--- config.mk ---
export PLATFORM = sky130hd
export DESIGN_NAME = upds_top
export DESIGN_NICKNAME = d
export VERILOG_FILES = /design/src/rtl/upds_top.v /design/src/rtl/upds_rx.v
export VERILOG_INCLUDE_DIRS = /design/src /design/src/rtl
export SDC_FILE = /design/constraint.sdc
export NUM_CORES = 1
export LEC_CHECK = 0
export BUFFER_PORTS_ARGS = -buffer_cell sky130_fd_sc_hd__clkbuf_2
export CAP_MARGIN = 20
export CORE_MARGIN = 2
export CORE_UTILIZATION = 35
export CTS_CLUSTER_DIAMETER = 40
export DETAILED_ROUTE_END_ITERATION = 10
export GPL_TIMING_DRIVEN = 0
export PLACE_DENSITY = 0.53
export SKIP_CTS_REPAIR_TIMING = 1
export SLEW_MARGIN = 40
export SYNTH_ARGS = -nofsm -noshare
export SYNTH_HDL_FRONTEND = slang
export SYNTH_SLANG_ARGS = --single-unit
--- constraint.sdc ---
create_clock -name REF_CLK -period 3.05 [get_ports REF_CLK]
set_input_delay 0.305 -clock REF_CLK [delete_from_list [all_inputs] [get_ports REF_CLK]]
set_output_delay 0.305 -clock REF_CLK [all_outputs]
set_load 0.005 [all_outputs]
--- src/rtl/upds_defs.vh ---
// Constants for the serial port pin, data path and status block.
// Functional notes
// - Mode, port and direction enables on: drive TX, take RX, drop pull-highs.
// - Any of those enables off: pin floats, pull-high follows general I/O control.
// - Written byte moves to transmit shifter, sent LSB first at baud rate.
// - RX shifted in LSB first at baud rate, finished word goes to data register.
// - Shift registers have no address; only the shared data register is mapped.
// - One data location: writes feed transmit, reads return received data.
// - Mode control bit 4 selects: 0 synchronous functions, 1 asynchronous port.
// - Serial port registers exist only while the mode select bit is 1.
// - Mode bits 7..5 (reset 111) and bit 1 act only while mode select is 0.
// - Status is read-only; reset: errors 0, rx idle 1, rx avail 0, tx flags 1.
// - Status bit 7 flags wrong parity, checked only with parity enabled.
// - Status bit 6 flags noise, set with rx available, never on overrun.
// - Status bit 5 flags a framing error on the received character.
// - Status bit 4 flags overrun and blocks further transfers while set.
// - Status read then a data read or a byte-0 data write clears the four error flags.
// - Receive idle reads 0 from start detection until stop bit completes.
// - Parity, framing and noise flags set in the word's transfer cycle.
`ifndef UPDS_DEFS_VH
`define UPDS_DEFS_VH
`define UPDS_ADR_MODE 8'h00
`define UPDS_ADR_STAT 8'h04
`define UPDS_ADR_CTL1 8'h08
`define UPDS_ADR_CTL2 8'h0C
`define UPDS_ADR_DATA 8'h10
`define UPDS_ADR_BAUD 8'h14
`define UPDS_ADR_IRQS 8'h18
`define UPDS_ADR_IRQM 8'h1C
`define UPDS_ADR_PULL 8'h20
`define UPDS_MODE_RST 8'hE0
`define UPDS_CTL_RST 8'h00
`define UPDS_BAUD_RST 8'h00
`define UPDS_PULL_RST 2'h0
`define UPDS_MODE_ASYNC 4
`define UPDS_MODE_SYNC_EN 1
`define UPDS_C1_EN 7
`define UPDS_C1_NINE 6
`define UPDS_C1_PEN 5
`define UPDS_C1_PODD 4
`define UPDS_C1_STOP2 3
`define UPDS_C1_BRK 2
`define UPDS_C1_TX8 0
`define UPDS_C2_TXEN 7
`define UPDS_C2_RXEN 6
`define UPDS_FLG_RST 4'h3
`define UPDS_OVS_LAST 4'hF
`define UPDS_OVS_HALF 4'h7
`define UPDS_SMP_A 4'h7
`define UPDS_SMP_C 4'h9
`define UPDS_BITS_8 4'h7
`define UPDS_BITS_9 4'h8
`endif

--- src/rtl/upds_top.v ---
// Serial port pin control, data path, status flags and Wishbone registers.
`timescale 1ns/100ps
`default_nettype none
`include "upds_defs.vh"
module upds_top (
    input wire REF_CLK,
    input wire RST_B,
    input wire WB_CYC_I,
    input wire WB_STB_I,
    input wire WB_WE_I,
    input wire [7:0] WB_ADR_I,
    input wire [3:0] WB_SEL_I,
    input wire [31:0] WB_DAT_I,
    output reg [31:0] WB_DAT_O,
    output reg WB_ACK_O,
    output reg INT_O,
    input wire RX_I,
    output reg TX_O,
    output reg TX_OE,
    output reg TX_PULLUP_EN,
    output reg RX_PULLUP_EN,
    output reg SYNC_FUNC_EN,
    output reg [2:0] SYNC_MODE
);
    localparam TX_IDLE = 5'h01;
    localparam TX_START = 5'h02;
    localparam TX_DATA = 5'h04;
    localparam TX_PAR = 5'h08;
    localparam TX_STOP = 5'h10;

    function hit;
        input [7:0] adr;
        input [7:0] off;
        begin
            hit = (adr[7:2] == off[7:2]);
        end
    endfunction

    reg [7:0] mode_q, ctl1_q, ctl2_q, baud_q, bcnt_q;
    reg [1:0] pull_q;
    reg [3:0] irq_st_q, irq_mask_q, flg_prev_q, ttc_q, tidx_q;
    reg rx_s1_q, rx_s2_q;
    reg perr_q, nerr_q, ferr_q, oerr_q, rxif_q, txif_q, tidle_q, armed_q, tpar_q, tline_q;
    reg [8:0] rxd_q, txh_q, tsh_q;
    reg [4:0] tst_q;
    reg [31:0] rdata;

    wire rx_valid, rx_perr, rx_ferr, rx_nerr, ridle;
    wire [8:0] rx_word;

    wire req = WB_CYC_I & WB_STB_I & ~WB_ACK_O;
    wire wr = req & WB_WE_I & WB_SEL_I[0];
    wire rd = req & ~WB_WE_I;
    wire async_mode_select = mode_q[`UPDS_MODE_ASYNC];
    wire port_en = ctl1_q[`UPDS_C1_EN];
    wire act = async_mode_select & port_en;
    wire tx_on = act & ctl2_q[`UPDS_C2_TXEN];
    wire rx_on = act & ctl2_q[`UPDS_C2_RXEN];
    // Serial registers answer only in asynchronous mode.
    wire ser_acc = req & async_mode_select;
    wire stat_rd = rd & async_mode_select & hit(WB_ADR_I, `UPDS_ADR_STAT);
    wire data_hit = ser_acc & hit(WB_ADR_I, `UPDS_ADR_DATA);
    wire data_acc = data_hit & (~WB_WE_I | WB_SEL_I[0]);
    wire data_rd = data_hit & ~WB_WE_I;
    wire data_wr = data_hit & WB_WE_I & WB_SEL_I[0];
    wire tick = act & (bcnt_q == baud_q);
    wire tbit_end = tick && (ttc_q == `UPDS_OVS_LAST);
    wire [3:0] tlast = ctl1_q[`UPDS_C1_NINE] ? `UPDS_BITS_9 : `UPDS_BITS_8;
    wire brk = ctl1_q[`UPDS_C1_BRK];
    wire rx_room = ~oerr_q & (~rxif_q | (data_rd & armed_q));
    wire [7:0] stat = {perr_q, nerr_q, ferr_q, oerr_q, ridle, rxif_q, tidle_q, txif_q};
    wire [3:0] flg_now = {oerr_q, rxif_q, tidle_q, txif_q};
    wire [3:0] flg_rise = flg_now & ~flg_prev_q;

    upds_rx u_rx (
        .clk(REF_CLK),
        .rst_b(RST_B),
        .tick(tick),
        .rx(rx_s2_q),
        .enable(rx_on),
        .nine_bit(ctl1_q[`UPDS_C1_NINE]),
        .par_en(ctl1_q[`UPDS_C1_PEN]),
        .par_odd(ctl1_q[`UPDS_C1_PODD]),
        .word_valid_q(rx_valid),
        .word_q(rx_word),
        .perr_q(rx_perr),
        .ferr_q(rx_ferr),
        .nerr_q(rx_nerr),
        .idle_q(ridle)
    );

    // The pin is asynchronous, so it passes two flops before the receiver.
    always @(posedge REF_CLK or negedge RST_B) begin
        if (!RST_B) begin
            rx_s1_q <= 1'b1;
            rx_s2_q <= 1'b1;
        end else begin
            rx_s1_q <= RX_I;
            rx_s2_q <= rx_s1_q;
        end
    end

    always @(posedge REF_CLK or negedge RST_B) begin
        if (!RST_B) begin
            bcnt_q <= 8'h00;
        end else if (!act || bcnt_q == baud_q) begin
            bcnt_q <= 8'h00;
        end else begin
            bcnt_q <= bcnt_q + 8'h01;
        end
    end

    // Control registers; disabling the port drops the direction and break bits.
    always @(posedge REF_CLK or negedge RST_B) begin
        if (!RST_B) begin
            mode_q <= `UPDS_MODE_RST;
            ctl1_q <= `UPDS_CTL_RST;
            ctl2_q <= `UPDS_CTL_RST;
            baud_q <= `UPDS_BAUD_RST;
            pull_q <= `UPDS_PULL_RST;
            irq_mask_q <= 4'h0;
        end else begin
            if (wr && hit(WB_ADR_I, `UPDS_ADR_MODE)) begin
                mode_q <= WB_DAT_I[7:0];
            end
            if (wr && hit(WB_ADR_I, `UPDS_ADR_PULL)) begin
                pull_q <= WB_DAT_I[1:0];
            end
            if (wr && hit(WB_ADR_I, `UPDS_ADR_IRQM)) begin
                irq_mask_q <= WB_DAT_I[3:0];
            end
            if (wr && async_mode_select && hit(WB_ADR_I, `UPDS_ADR_CTL1)) begin
                ctl1_q <= WB_DAT_I[7:0];
            end
            if (wr && async_mode_select && hit(WB_ADR_I, `UPDS_ADR_CTL2)) begin
                ctl2_q <= WB_DAT_I[7:0];
            end
            if (wr && async_mode_select && hit(WB_ADR_I, `UPDS_ADR_BAUD)) begin
                baud_q <= WB_DAT_I[7:0];
            end
            if (!port_en) begin
                ctl2_q[`UPDS_C2_TXEN] <= 1'b0;
                ctl2_q[`UPDS_C2_RXEN] <= 1'b0;
                ctl1_q[`UPDS_C1_BRK] <= 1'b0;
            end
        end
    end

    // Receive flags: transfers and their error flags land in one cycle.
    always @(posedge REF_CLK or negedge RST_B) begin
        if (!RST_B) begin
            perr_q <= 1'b0;
            nerr_q <= 1'b0;
            ferr_q <= 1'b0;
            oerr_q <= 1'b0;
            rxif_q <= 1'b0;
            rxd_q <= 9'h000;
            armed_q <= 1'b0;
        end else if (!act) begin
            perr_q <= 1'b0;
            nerr_q <= 1'b0;
            ferr_q <= 1'b0;
            oerr_q <= 1'b0;
            rxif_q <= 1'b0;
            armed_q <= 1'b0;
        end else begin
            if (stat_rd) begin
                armed_q <= 1'b1;
            end else if (data_acc) begin
                armed_q <= 1'b0;
            end
            if (data_acc && armed_q) begin
                perr_q <= 1'b0;
                nerr_q <= 1'b0;
                ferr_q <= 1'b0;
                oerr_q <= 1'b0;
            end
            if (data_rd && armed_q) begin
                rxif_q <= 1'b0;
            end
            // New events come after the clears so a set is never lost.
            if (rx_valid) begin
                if (rx_room) begin
                    rxd_q <= rx_word;
                    rxif_q <= 1'b1;
                    perr_q <= rx_perr;
                    nerr_q <= rx_nerr;
                    ferr_q <= rx_ferr;
                end else begin
                    oerr_q <= 1'b1;
                end
            end
        end
    end

    // Transmit: holding register feeds the shifter, LSB first.
    always @(posedge REF_CLK or negedge RST_B) begin
        if (!RST_B) begin
            tst_q <= TX_IDLE;
            ttc_q <= 4'h0;
            tidx_q <= 4'h0;
            tsh_q <= 9'h000;
            txh_q <= 9'h000;
            tpar_q <= 1'b0;
            tline_q <= 1'b1;
            txif_q <= 1'b1;
            tidle_q <= 1'b1;
        end else if (!tx_on) begin
            tst_q <= TX_IDLE;
            tline_q <= 1'b1;
            txif_q <= 1'b1;
            tidle_q <= 1'b1;
        end else begin
            if (tick && tst_q != TX_IDLE) begin
                ttc_q <= ttc_q + 4'h1;
            end
            case (tst_q)
                TX_IDLE: begin
                    tline_q <= ~brk;
                    if (!txif_q && !brk) begin
                        tsh_q <= txh_q;
                        txif_q <= 1'b1;
                        tpar_q <= 1'b0;
                        ttc_q <= 4'h0;
                        tst_q <= TX_START;
                    end else if (txif_q && !brk) begin
                        tidle_q <= 1'b1;
                    end
                end
                TX_START: begin
                    tline_q <= 1'b0;
                    if (tbit_end) begin
                        tidx_q <= 4'h0;
                        tst_q <= TX_DATA;
                    end
                end
                TX_DATA: begin
                    tline_q <= tsh_q[0];
                    if (tbit_end) begin
                        tsh_q <= {1'b0, tsh_q[8:1]};
                        tpar_q <= tpar_q ^ tsh_q[0];
                        tidx_q <= tidx_q + 4'h1;
                        if (tidx_q == tlast) begin
                            tidx_q <= 4'h0;
                            tst_q <= ctl1_q[`UPDS_C1_PEN] ? TX_PAR : TX_STOP;
                        end
                    end
                end
                TX_PAR: begin
                    tline_q <= tpar_q ^ ctl1_q[`UPDS_C1_PODD];
                    if (tbit_end) begin
                        tst_q <= TX_STOP;
                    end
                end
                TX_STOP: begin
                    tline_q <= 1'b1;
                    if (tbit_end) begin
                        if (ctl1_q[`UPDS_C1_STOP2] && tidx_q == 4'h0) begin
                            tidx_q <= 4'h1;
                        end else begin
                            tst_q <= TX_IDLE;
                        end
                    end
                end
                default: begin
                    tst_q <= TX_IDLE;
                end
            endcase
            // A write lands last so it wins over a load in the same cycle.
            if (data_wr) begin
                txh_q <= {ctl1_q[`UPDS_C1_TX8], WB_DAT_I[7:0]};
                txif_q <= 1'b0;
                tidle_q <= 1'b0;
            end
        end
    end

    always @(posedge REF_CLK or negedge RST_B) begin
        if (!RST_B) begin
            flg_prev_q <= `UPDS_FLG_RST;
        end else begin
            flg_prev_q <= flg_now;
        end
    end

    // Sticky events: overrun, data available, tx idle, tx empty.
    genvar gi;
    generate
        for (gi = 0; gi < 4; gi = gi + 1) begin : g_irq
            always @(posedge REF_CLK or negedge RST_B) begin
                if (!RST_B) begin
                    irq_st_q[gi] <= 1'b0;
                end else if (flg_rise[gi]) begin
                    irq_st_q[gi] <= 1'b1;
                end else if (wr && hit(WB_ADR_I, `UPDS_ADR_IRQS) && WB_DAT_I[gi]) begin
                    irq_st_q[gi] <= 1'b0;
                end
            end
        end
    endgenerate

    // Only the shared data location is mapped; the shifters never are.
    always @* begin
        rdata = 32'h00000000;
        if (hit(WB_ADR_I, `UPDS_ADR_MODE)) begin
            rdata[7:0] = mode_q;
        end else if (hit(WB_ADR_I, `UPDS_ADR_PULL)) begin
            rdata[1:0] = pull_q;
        end else if (hit(WB_ADR_I, `UPDS_ADR_IRQS)) begin
            rdata[3:0] = irq_st_q;
        end else if (hit(WB_ADR_I, `UPDS_ADR_IRQM)) begin
            rdata[3:0] = irq_mask_q;
        end else if (async_mode_select) begin
            if (hit(WB_ADR_I, `UPDS_ADR_STAT)) begin
                rdata[7:0] = stat;
            end else if (hit(WB_ADR_I, `UPDS_ADR_CTL1)) begin
                rdata[7:0] = {ctl1_q[7:2], rxd_q[8], 1'b0};
            end else if (hit(WB_ADR_I, `UPDS_ADR_CTL2)) begin
                rdata[7:0] = ctl2_q;
            end else if (hit(WB_ADR_I, `UPDS_ADR_DATA)) begin
                rdata[7:0] = rxd_q[7:0];
            end else if (hit(WB_ADR_I, `UPDS_ADR_BAUD)) begin
                rdata[7:0] = baud_q;
            end
        end
    end

    always @(posedge REF_CLK or negedge RST_B) begin
        if (!RST_B) begin
            WB_ACK_O <= 1'b0;
            WB_DAT_O <= 32'h00000000;
            INT_O <= 1'b0;
        end else begin
            WB_ACK_O <= req;
            WB_DAT_O <= rd ? rdata : 32'h00000000;
            INT_O <= |(irq_st_q & irq_mask_q);
        end
    end

    // Pins float and hand pull-high back to the general control when off.
    always @(posedge REF_CLK or negedge RST_B) begin
        if (!RST_B) begin
            TX_O <= 1'b1;
            TX_OE <= 1'b0;
            TX_PULLUP_EN <= 1'b0;
            RX_PULLUP_EN <= 1'b0;
            SYNC_FUNC_EN <= 1'b0;
            SYNC_MODE <= 3'h7;
        end else begin
            TX_O <= tx_on ? tline_q : 1'b1;
            TX_OE <= tx_on;
            TX_PULLUP_EN <= tx_on ? 1'b0 : pull_q[0];
            RX_PULLUP_EN <= rx_on ? 1'b0 : pull_q[1];
            SYNC_FUNC_EN <= ~async_mode_select & mode_q[`UPDS_MODE_SYNC_EN];
            SYNC_MODE <= async_mode_select ? 3'h0 : mode_q[7:5];
        end
    end
endmodule // upds_top
`default_nettype wire

--- src/rtl/upds_rx.v ---
// Receive shifter with oversampled start detection and error checks.
`timescale 1ns/100ps
`default_nettype none
`include "upds_defs.vh"
module upds_rx (
    input wire clk,
    input wire rst_b,
    input wire tick,
    input wire rx,
    input wire enable,
    input wire nine_bit,
    input wire par_en,
    input wire par_odd,
    output reg word_valid_q,
    output reg [8:0] word_q,
    output reg perr_q,
    output reg ferr_q,
    output reg nerr_q,
    output reg idle_q
);
    localparam ST_IDLE = 5'h01;
    localparam ST_START = 5'h02;
    localparam ST_DATA = 5'h04;
    localparam ST_PAR = 5'h08;
    localparam ST_STOP = 5'h10;

    reg [4:0] state_q;
    reg [3:0] tcnt_q;
    reg [3:0] idx_q;
    reg [2:0] smp_q;
    reg [8:0] sh_q;
    reg par_q;
    reg noise_q;
    wire bit_end = tick && (tcnt_q == `UPDS_OVS_LAST);
    wire bit_val = (smp_q[0] & smp_q[1]) | (smp_q[1] & smp_q[2]) | (smp_q[0] & smp_q[2]);
    wire bit_noisy = ~(&smp_q) & (|smp_q);
    wire [3:0] last_idx = nine_bit ? `UPDS_BITS_9 : `UPDS_BITS_8;

    always @(posedge clk or negedge rst_b) begin
        if (!rst_b) begin
            state_q <= ST_IDLE;
            tcnt_q <= 4'h0;
            idx_q <= 4'h0;
            smp_q <= 3'h7;
            sh_q <= 9'h000;
            par_q <= 1'b0;
            noise_q <= 1'b0;
            word_valid_q <= 1'b0;
            word_q <= 9'h000;
            perr_q <= 1'b0;
            ferr_q <= 1'b0;
            nerr_q <= 1'b0;
            idle_q <= 1'b1;
        end else if (!enable) begin
            state_q <= ST_IDLE;
            word_valid_q <= 1'b0;
            idle_q <= 1'b1;
        end else begin
            word_valid_q <= 1'b0;
            if (tick && state_q != ST_IDLE) begin
                tcnt_q <= tcnt_q + 4'h1;
                if (tcnt_q >= `UPDS_SMP_A && tcnt_q <= `UPDS_SMP_C) begin
                    smp_q <= {rx, smp_q[2:1]};
                end
            end
            // Three mid-bit samples vote; disagreement marks the word noisy.
            if (bit_end && bit_noisy) begin
                noise_q <= 1'b1;
            end
            case (state_q)
                ST_IDLE: begin
                    if (tick && !rx) begin
                        state_q <= ST_START;
                        tcnt_q <= 4'h0;
                        noise_q <= 1'b0;
                        par_q <= 1'b0;
                        idx_q <= 4'h0;
                        idle_q <= 1'b0;
                    end
                end
                ST_START: begin
                    if (bit_end) begin
                        if (bit_val) begin
                            state_q <= ST_IDLE;
                            idle_q <= 1'b1;
                        end else begin
                            state_q <= ST_DATA;
                        end
                    end
                end
                ST_DATA: begin
                    if (bit_end) begin
                        sh_q <= {bit_val, sh_q[8:1]};
                        par_q <= par_q ^ bit_val;
                        idx_q <= idx_q + 4'h1;
                        if (idx_q == last_idx) begin
                            state_q <= par_en ? ST_PAR : ST_STOP;
                        end
                    end
                end
                ST_PAR: begin
                    if (bit_end) begin
                        par_q <= par_q ^ bit_val ^ par_odd;
                        state_q <= ST_STOP;
                    end
                end
                ST_STOP: begin
                    if (bit_end) begin
                        state_q <= ST_IDLE;
                        idle_q <= 1'b1;
                        word_valid_q <= 1'b1;
                        word_q <= nine_bit ? sh_q : {1'b0, sh_q[8:1]};
                        perr_q <= par_en & par_q;
                        ferr_q <= ~bit_val;
                        nerr_q <= noise_q | bit_noisy;
                    end
                end
                default: begin
                    state_q <= ST_IDLE;
                    idle_q <= 1'b1;
                end
            endcase
        end
    end
endmodule // upds_rx
`default_nettype wire

Word level (Yosys, flattened, before mapping)

Index checks and enable logic that the tools add are counted.

Eq/ne operators: 56
Magnitude comparators: 2
Bitwise gates (word level): 45
Add/sub/neg operators: 5
Reduce and logical (&&, ||, !) cells: 57
Multiplexer cells: 122

Operators by type and width:

| kind                                           | count |
|---|---|
| two-way mux 5 bit                              | 16 |
| two-way mux 8 bit                              | 10 |
| two-way mux 4 bit                              | 18 |
| two-way mux 1 bit                              | 60 |
| one-hot mux 5 bit (5 select lines)             | 2 |
| two-way mux 9 bit                              | 3 |
| bitwise AND 1 bit                              | 25 |
| == test 6 x 3 -> 1 bit (second input constant) | 4 |
| logical AND 1 bit                              | 24 |
| != test 3 bit (second input constant)          | 8 |
| != test 3 x 2 -> 1 bit (second input constant) | 7 |
| one-hot mux 9 bit (2 select lines)             | 1 |
| AND reduction 3 bit                            | 6 |
| adder 4 x 1 -> 4 bit (second input constant)   | 4 |
| == test 6 x 2 -> 1 bit (second input constant) | 2 |
| != test 2 bit (second input constant)          | 6 |
| != test 3 x 1 -> 1 bit (second input constant) | 4 |
| one-hot mux 4 bit (3 select lines)             | 1 |
| AND reduction 6 bit                            | 2 |
| nonzero test 2 bit                             | 6 |
| == test 5 x 1 -> 1 bit (second input constant) | 2 |
| == test 5 x 2 -> 1 bit (second input constant) | 2 |
| == test 5 x 3 -> 1 bit (second input constant) | 2 |
| == test 5 x 4 -> 1 bit (second input constant) | 2 |
| 37 further kinds                               | 70 |

Output and inout port bits: 42
Register bits: 165

Logic depth before layout (Yosys ltp)

Word-level depth: 12
Depth in mapped cells: 8

Hierarchy

Synthesis repeated with hierarchy kept, for this count alone.

Cells, all modules: 774
Area total of the unflattened synthesis: 8204.1 um^2

Modules (own cells, without submodules):

| module   | instances | cells an instance | area each (um^2) |
|---|---|---|---|
| upds_top | 1         | 564               | 6087.1 |
| upds_rx  | 1         | 210               | 2117.0 |

Least setup slack after synthesis

OpenSTA, ideal clock, no wires.

Path type: in2reg
Start: input port WB_ADR_I[5]
End: register rxd_q[0]
Library setup time: 0.125 ns
Data arrival time: 2.138 ns
Required time: 2.925 ns
Stages on the path: 8
Path slack: 0.787 ns
Buffers on the path: 2
Path through: buf_6 > or4b_1 > buf_2 > nor3_4 > a41o_2 > nand3_4 > nor2_8 > mux2_2

Cells in the longest elaborated chain, start to end: 7

Ends and longest elaborated chain:

| element                       | line           | source |
|---|---|---|
| start, declared               | upds_top.v:11  | `input wire [7:0] WB_ADR_I,` |
| == test 6 x 3 -> 1 bit        | upds_top.v:35  | `hit = (adr[7:2] == off[7:2]);` |
| bitwise AND 1 bit             | upds_top.v:62  | `` wire data_hit = ser_acc & hit(WB_ADR_I, `UPDS_ADR_DATA); `` |
| bitwise AND 1 bit             | upds_top.v:64  | `wire data_rd = data_hit & ~WB_WE_I;` |
| bitwise AND 1 bit             | upds_top.v:70  | `wire rx_room = ~oerr_q & (~rxif_q \| (data_rd & armed_q));` |
| OR 1 bit                      | upds_top.v:70  |  |
| bitwise AND 1 bit             | upds_top.v:70  |  |
| AND reduction 3 bit (no line) | -              |  |
| end signal, assigned          | upds_top.v:184 | `rxd_q <= rx_word;` |
| end, declared                 | upds_top.v:44  | `reg [8:0] rxd_q, txh_q, tsh_q;` |

Every way passes these cells.
A chain may end at the register's enable or synchronous reset.

Worst setup path after layout

Start: register ctl1_q[7]
End: register tsh_q[1]

Cells in the longest elaborated chain, start to end: 5
Elaborated cells on any way between the ends: 6

Ends and longest elaborated chain:

| element                         | line           | source |
|---|---|---|
| start, declared                 | upds_top.v:39  | `reg [7:0] mode_q, ctl1_q, ctl2_q, baud_q, bcnt_q;` |
| start signal, assigned          | upds_top.v:117 | `` ctl1_q <= `UPDS_CTL_RST; `` |
| start signal, assigned          | upds_top.v:133 | `ctl1_q <= WB_DAT_I[7:0];` |
| bitwise AND 1 bit *             | upds_top.v:56  | `wire act = async_mode_select & port_en;` |
| bitwise AND 1 bit               | upds_top.v:66  | `wire tick = act & (bcnt_q == baud_q);` |
| logical AND 1 bit               | upds_top.v:67  | `` wire tbit_end = tick && (ttc_q == `UPDS_OVS_LAST); `` |
| != test 2 bit (no line)         | -              |  |
| AND reduction 4 bit (no line) * | -              |  |
| end signal, assigned            | upds_top.v:221 | `tsh_q <= txh_q;` |
| end signal, assigned            | upds_top.v:240 | `tsh_q <= {1'b0, tsh_q[8:1]};` |
| end, declared                   | upds_top.v:44  |  |

Mark *: on every way between the ends. The rest lies on a longest branch, timed or not.

==> flow_metrics.tcl <==
set metrics [dict create \
    layout_commonest_cell "dfrtp_1" \
    ys_ff_latch 164 \
    tightest_slew_ps 843 \
    diodes 0 \
    syn_inst 792 \
    whs_path_depth 2 \
    std_cell_rows 55 \
    hold_path_end "WB_ACK_O$_DFF_PN0_" \
    clock_sinks 164 \
    die_h_um 157 \
    cts_buffer_depth 2 \
    slew_headroom_pct 43.3 \
    die_x_um 157 \
    power_density_nw_per_um2 482 \
    core-area_sq_um 22800 \
    fin_util_pct 41.8 \
    reg2reg_slack_ps 210 \
    peakVddDrop_mv 0.303 \
    hp-class "in2reg" \
    port_buffers 36 \
    gp_congestion 0.855 \
    pwr-share-seq_pct 47.8 \
    num_io_pins 92 \
    fin_crit_ps 2840 \
    hold_start "WB_CYC_I" \
    drv_cap 0 \
    drive_gt1_share_pct 22.0 \
    synth_async_sr_flop_share_pct 100 \
    finalHoldViolCount 0 \
    setup_viol 0 \
    setup.worst_path.class "reg2reg" \
    crit_required_ps 3320 \
    combPwrFrac_pct 4.0 \
    r2r-start "ctl1_q[7]$_DFFE_PN0P_" \
    layout_common_cells "dfrtp_1, nand2_1, o21ai_0" \
    dp_hpwl_mm 14.8 \
    synth_area_sq_um 8170 \
    start_util_pct 35.9 \
    nets 933 \
    rsz0062_at_grt "no" \
    cp-end-kind "flop" \
    clkTransAtPathRegs_ps 60 \
    p_sw_uw 1010 \
    critPathArrivalTime_ps 3110 \
    first_pass_iters 5 \
    p_leak_uw 0.00437 \
    drc 0 \
    fill_cells 2277 \
    grt_max_degree 53 \
    drt_iter0_drc 504 \
    clkPwrFrac_pct 48.2 \
    antenna_left 0 \
    crit_fanout 10 \
    status "complete, no violations" \
    synth_area_per_cell_sq_um 10.3 \
    netSwitchingFraction_pct 22.0 \
    reg2regPathDepth 7 \
    fin_crit_sh_pct 93.1 \
    wirelength_mm 20.4 \
    viasPerCell 5.11 \
    synth_ff_type "dfrtp_1" \
    cts-root-buf "clkbuf_16" \
    synth.distinct_cells 76 \
    worst_slack_ps 211 \
    grt_use_total_pct 17.5 \
    grt_overflow 0 \
    ys_seq_area_share_pct 50.6 \
    slew_viol_final 0 \
    wl_per_cell_um 17.0 \
    vias 6130 \
    cts_htree_levels 4 \
    area_delta_synth_final_pct 16.7 \
    intPower_uw 3580 \
    antenna_found_initial 0 \
    synth_edf_count 0 \
    cp-start-kind "flop" \
    die_area_sq_um 24600 \
    clock_skew_ps 9.34 \
    cts_buffers 17 \
    yosysWarnings 0 \
    pre_cts_slack_ps 236 \
    cts_tree "yes" \
    r2r_end "tsh_q[1]$_DFFE_PN0P_" \
    clock_latency_ps 420 \
    fmax_mhz 352 \
    grt_pass1_wl_mm 33.0 \
    grt_pass1_vias 5857 \
]
[logic make-up (layout without fill, tap and decap cells)]
family	Yosys count	in the layout	synth area share, %
multiplexers	86	86	11.4
adder cells (fa/ha/maj)	9	9	1.35
buffers and inverters	71	143	4.58
AND/OR/NAND/NOR	303	303	19.3
AO/OA/AOI/OAI	136	136	10.4
flip-flops	164	164	50.6
other	1	24	0.0459
XOR/XNOR	22	22	2.36
[metal layers]
layer,share of wire [%],up-vias,GRT usage (%)
met4,1.4,0,4.63
met3,4.4,21,3.54
met5,0,-,0
met1,49,3014,25.3
li1,-,2945,-
met2,45,150,26.7
[sequential cells by signal, indices dropped and copies added (netlist names), 2 cells and up]
register and cells:
bcnt_q 8, SYNC_MODE 3, u_rx.word_q 9, tidx_q 4, u_rx.tcnt_q 4, ctl1_q 7
ttc_q 4, baud_q 8, txh_q 9, ctl2_q 8, flg_prev_q 4, u_rx.state_q 5
pull_q 2, u_rx.sh_q 9, rxd_q 9, mode_q 8, WB_DAT_O 8, irq_mask_q 4
tsh_q 9, irq_st_q 4, tst_q 5, u_rx.idx_q 4, u_rx.smp_q 3
[worst max-delay path, stage by stage, from the launching register on]
cell      delay [ps]
dfrtp_1          510
and2_0           360
nand2_1          350
nor3_1           670
a21oi_1          310
clkbuf_1         290
nand2_1          120
o21ai_0           80
[cell type report]
cell class	count	area, sq um	share of cell area (%)
flip-flops and latches	164	4130	43.3
clock inverters	8	126	1.33
multi-input cells	580	3760	39.4
repair buffers	41	284	2.98
plain buffers	52	303	3.18
clock buffers	23	468	4.91
well taps	313	392	4.11
inverters	19	71.3	0.748
[power by group through the flow]
stage / registers [uW] / logic (uW) / clock network [uW]
final: 2200 / 183 / 2210
after global routing: 2200 / 205 / 2350
after CTS: 2200 / 184 / 2260
after detailed placement: 2240 / 184 / 0
after global placement: 2240 / 170 / 0
after floorplan: 2230 / 74.8 / 0
[synthesized netlist by cell type, drive strengths merged (4+ instances only)]
cell type | count | area [sq um]
a22oi | 5 | 37.5
and2 | 4 | 25.0
xnor2 | 8 | 70.1
nand4 | 15 | 93.8
clkbuf | 20 | 76.3
mux2i | 28 | 280
ha | 8 | 100
mux2 | 58 | 653
nor4 | 7 | 65.1
o21ai | 62 | 310
a221oi | 5 | 43.8
nor2 | 52 | 214
dfstp | 20 | 526
inv | 19 | 71.3
buf | 32 | 226
nor3 | 23 | 148
nor2b | 16 | 100
a22o | 6 | 52.6
nand2 | 108 | 408
a31oi | 4 | 25.0
xor2 | 14 | 123
a21oi | 18 | 90.1
and3 | 14 | 87.6
nand2b | 13 | 81.3
or4 | 5 | 41.3
nand3 | 26 | 148
dfrtp | 144 | 3600
o22ai | 5 | 31.3
[stage by stage]
stage / instance area [sq um] / TNS (ps) / total power [uW] / hold WS [ps] / std cells
floorplan: 8250 / 0 / 2310 / 9.41 / 815
global placement: 8830 / -208140 / 2410 / 349 / 1164
detailed placement: 8920 / 0 / 2420 / 241 / 1167
CTS: 9510 / 0 / 4640 / -214 / 1198
global route: 9530 / 0 / 4760 / 228 / 1200
finish: 9530 / 0 / 4600 / 221 / 1200
[how the worst max path moves through the flow]
stage | start | endpoint | slack (ps) | cells after the start
floorplan | WB_ADR_I[5] | rxd_q[0]$_DFFE_PN0P_ | 790 | 8
global placement | RST_B | u_rx.state_q[1]$_DFFE_PN0P_ | -1420 | 1
detailed placement | ctl1_q[7]$_DFFE_PN0P_ | tsh_q[2]$_DFFE_PN0P_ | 240 | 7
CTS | ctl1_q[7]$_DFFE_PN0P_ | tsh_q[1]$_DFFE_PN0P_ | 250 | 7
global route | ctl1_q[7]$_DFFE_PN0P_ | tsh_q[1]$_DFFE_PN0P_ | 70 | 7
finish | ctl1_q[7]$_DFFE_PN0P_ | tsh_q[1]$_DFFE_PN0P_ | 210 | 7
(Power assumes the default switching activity.)
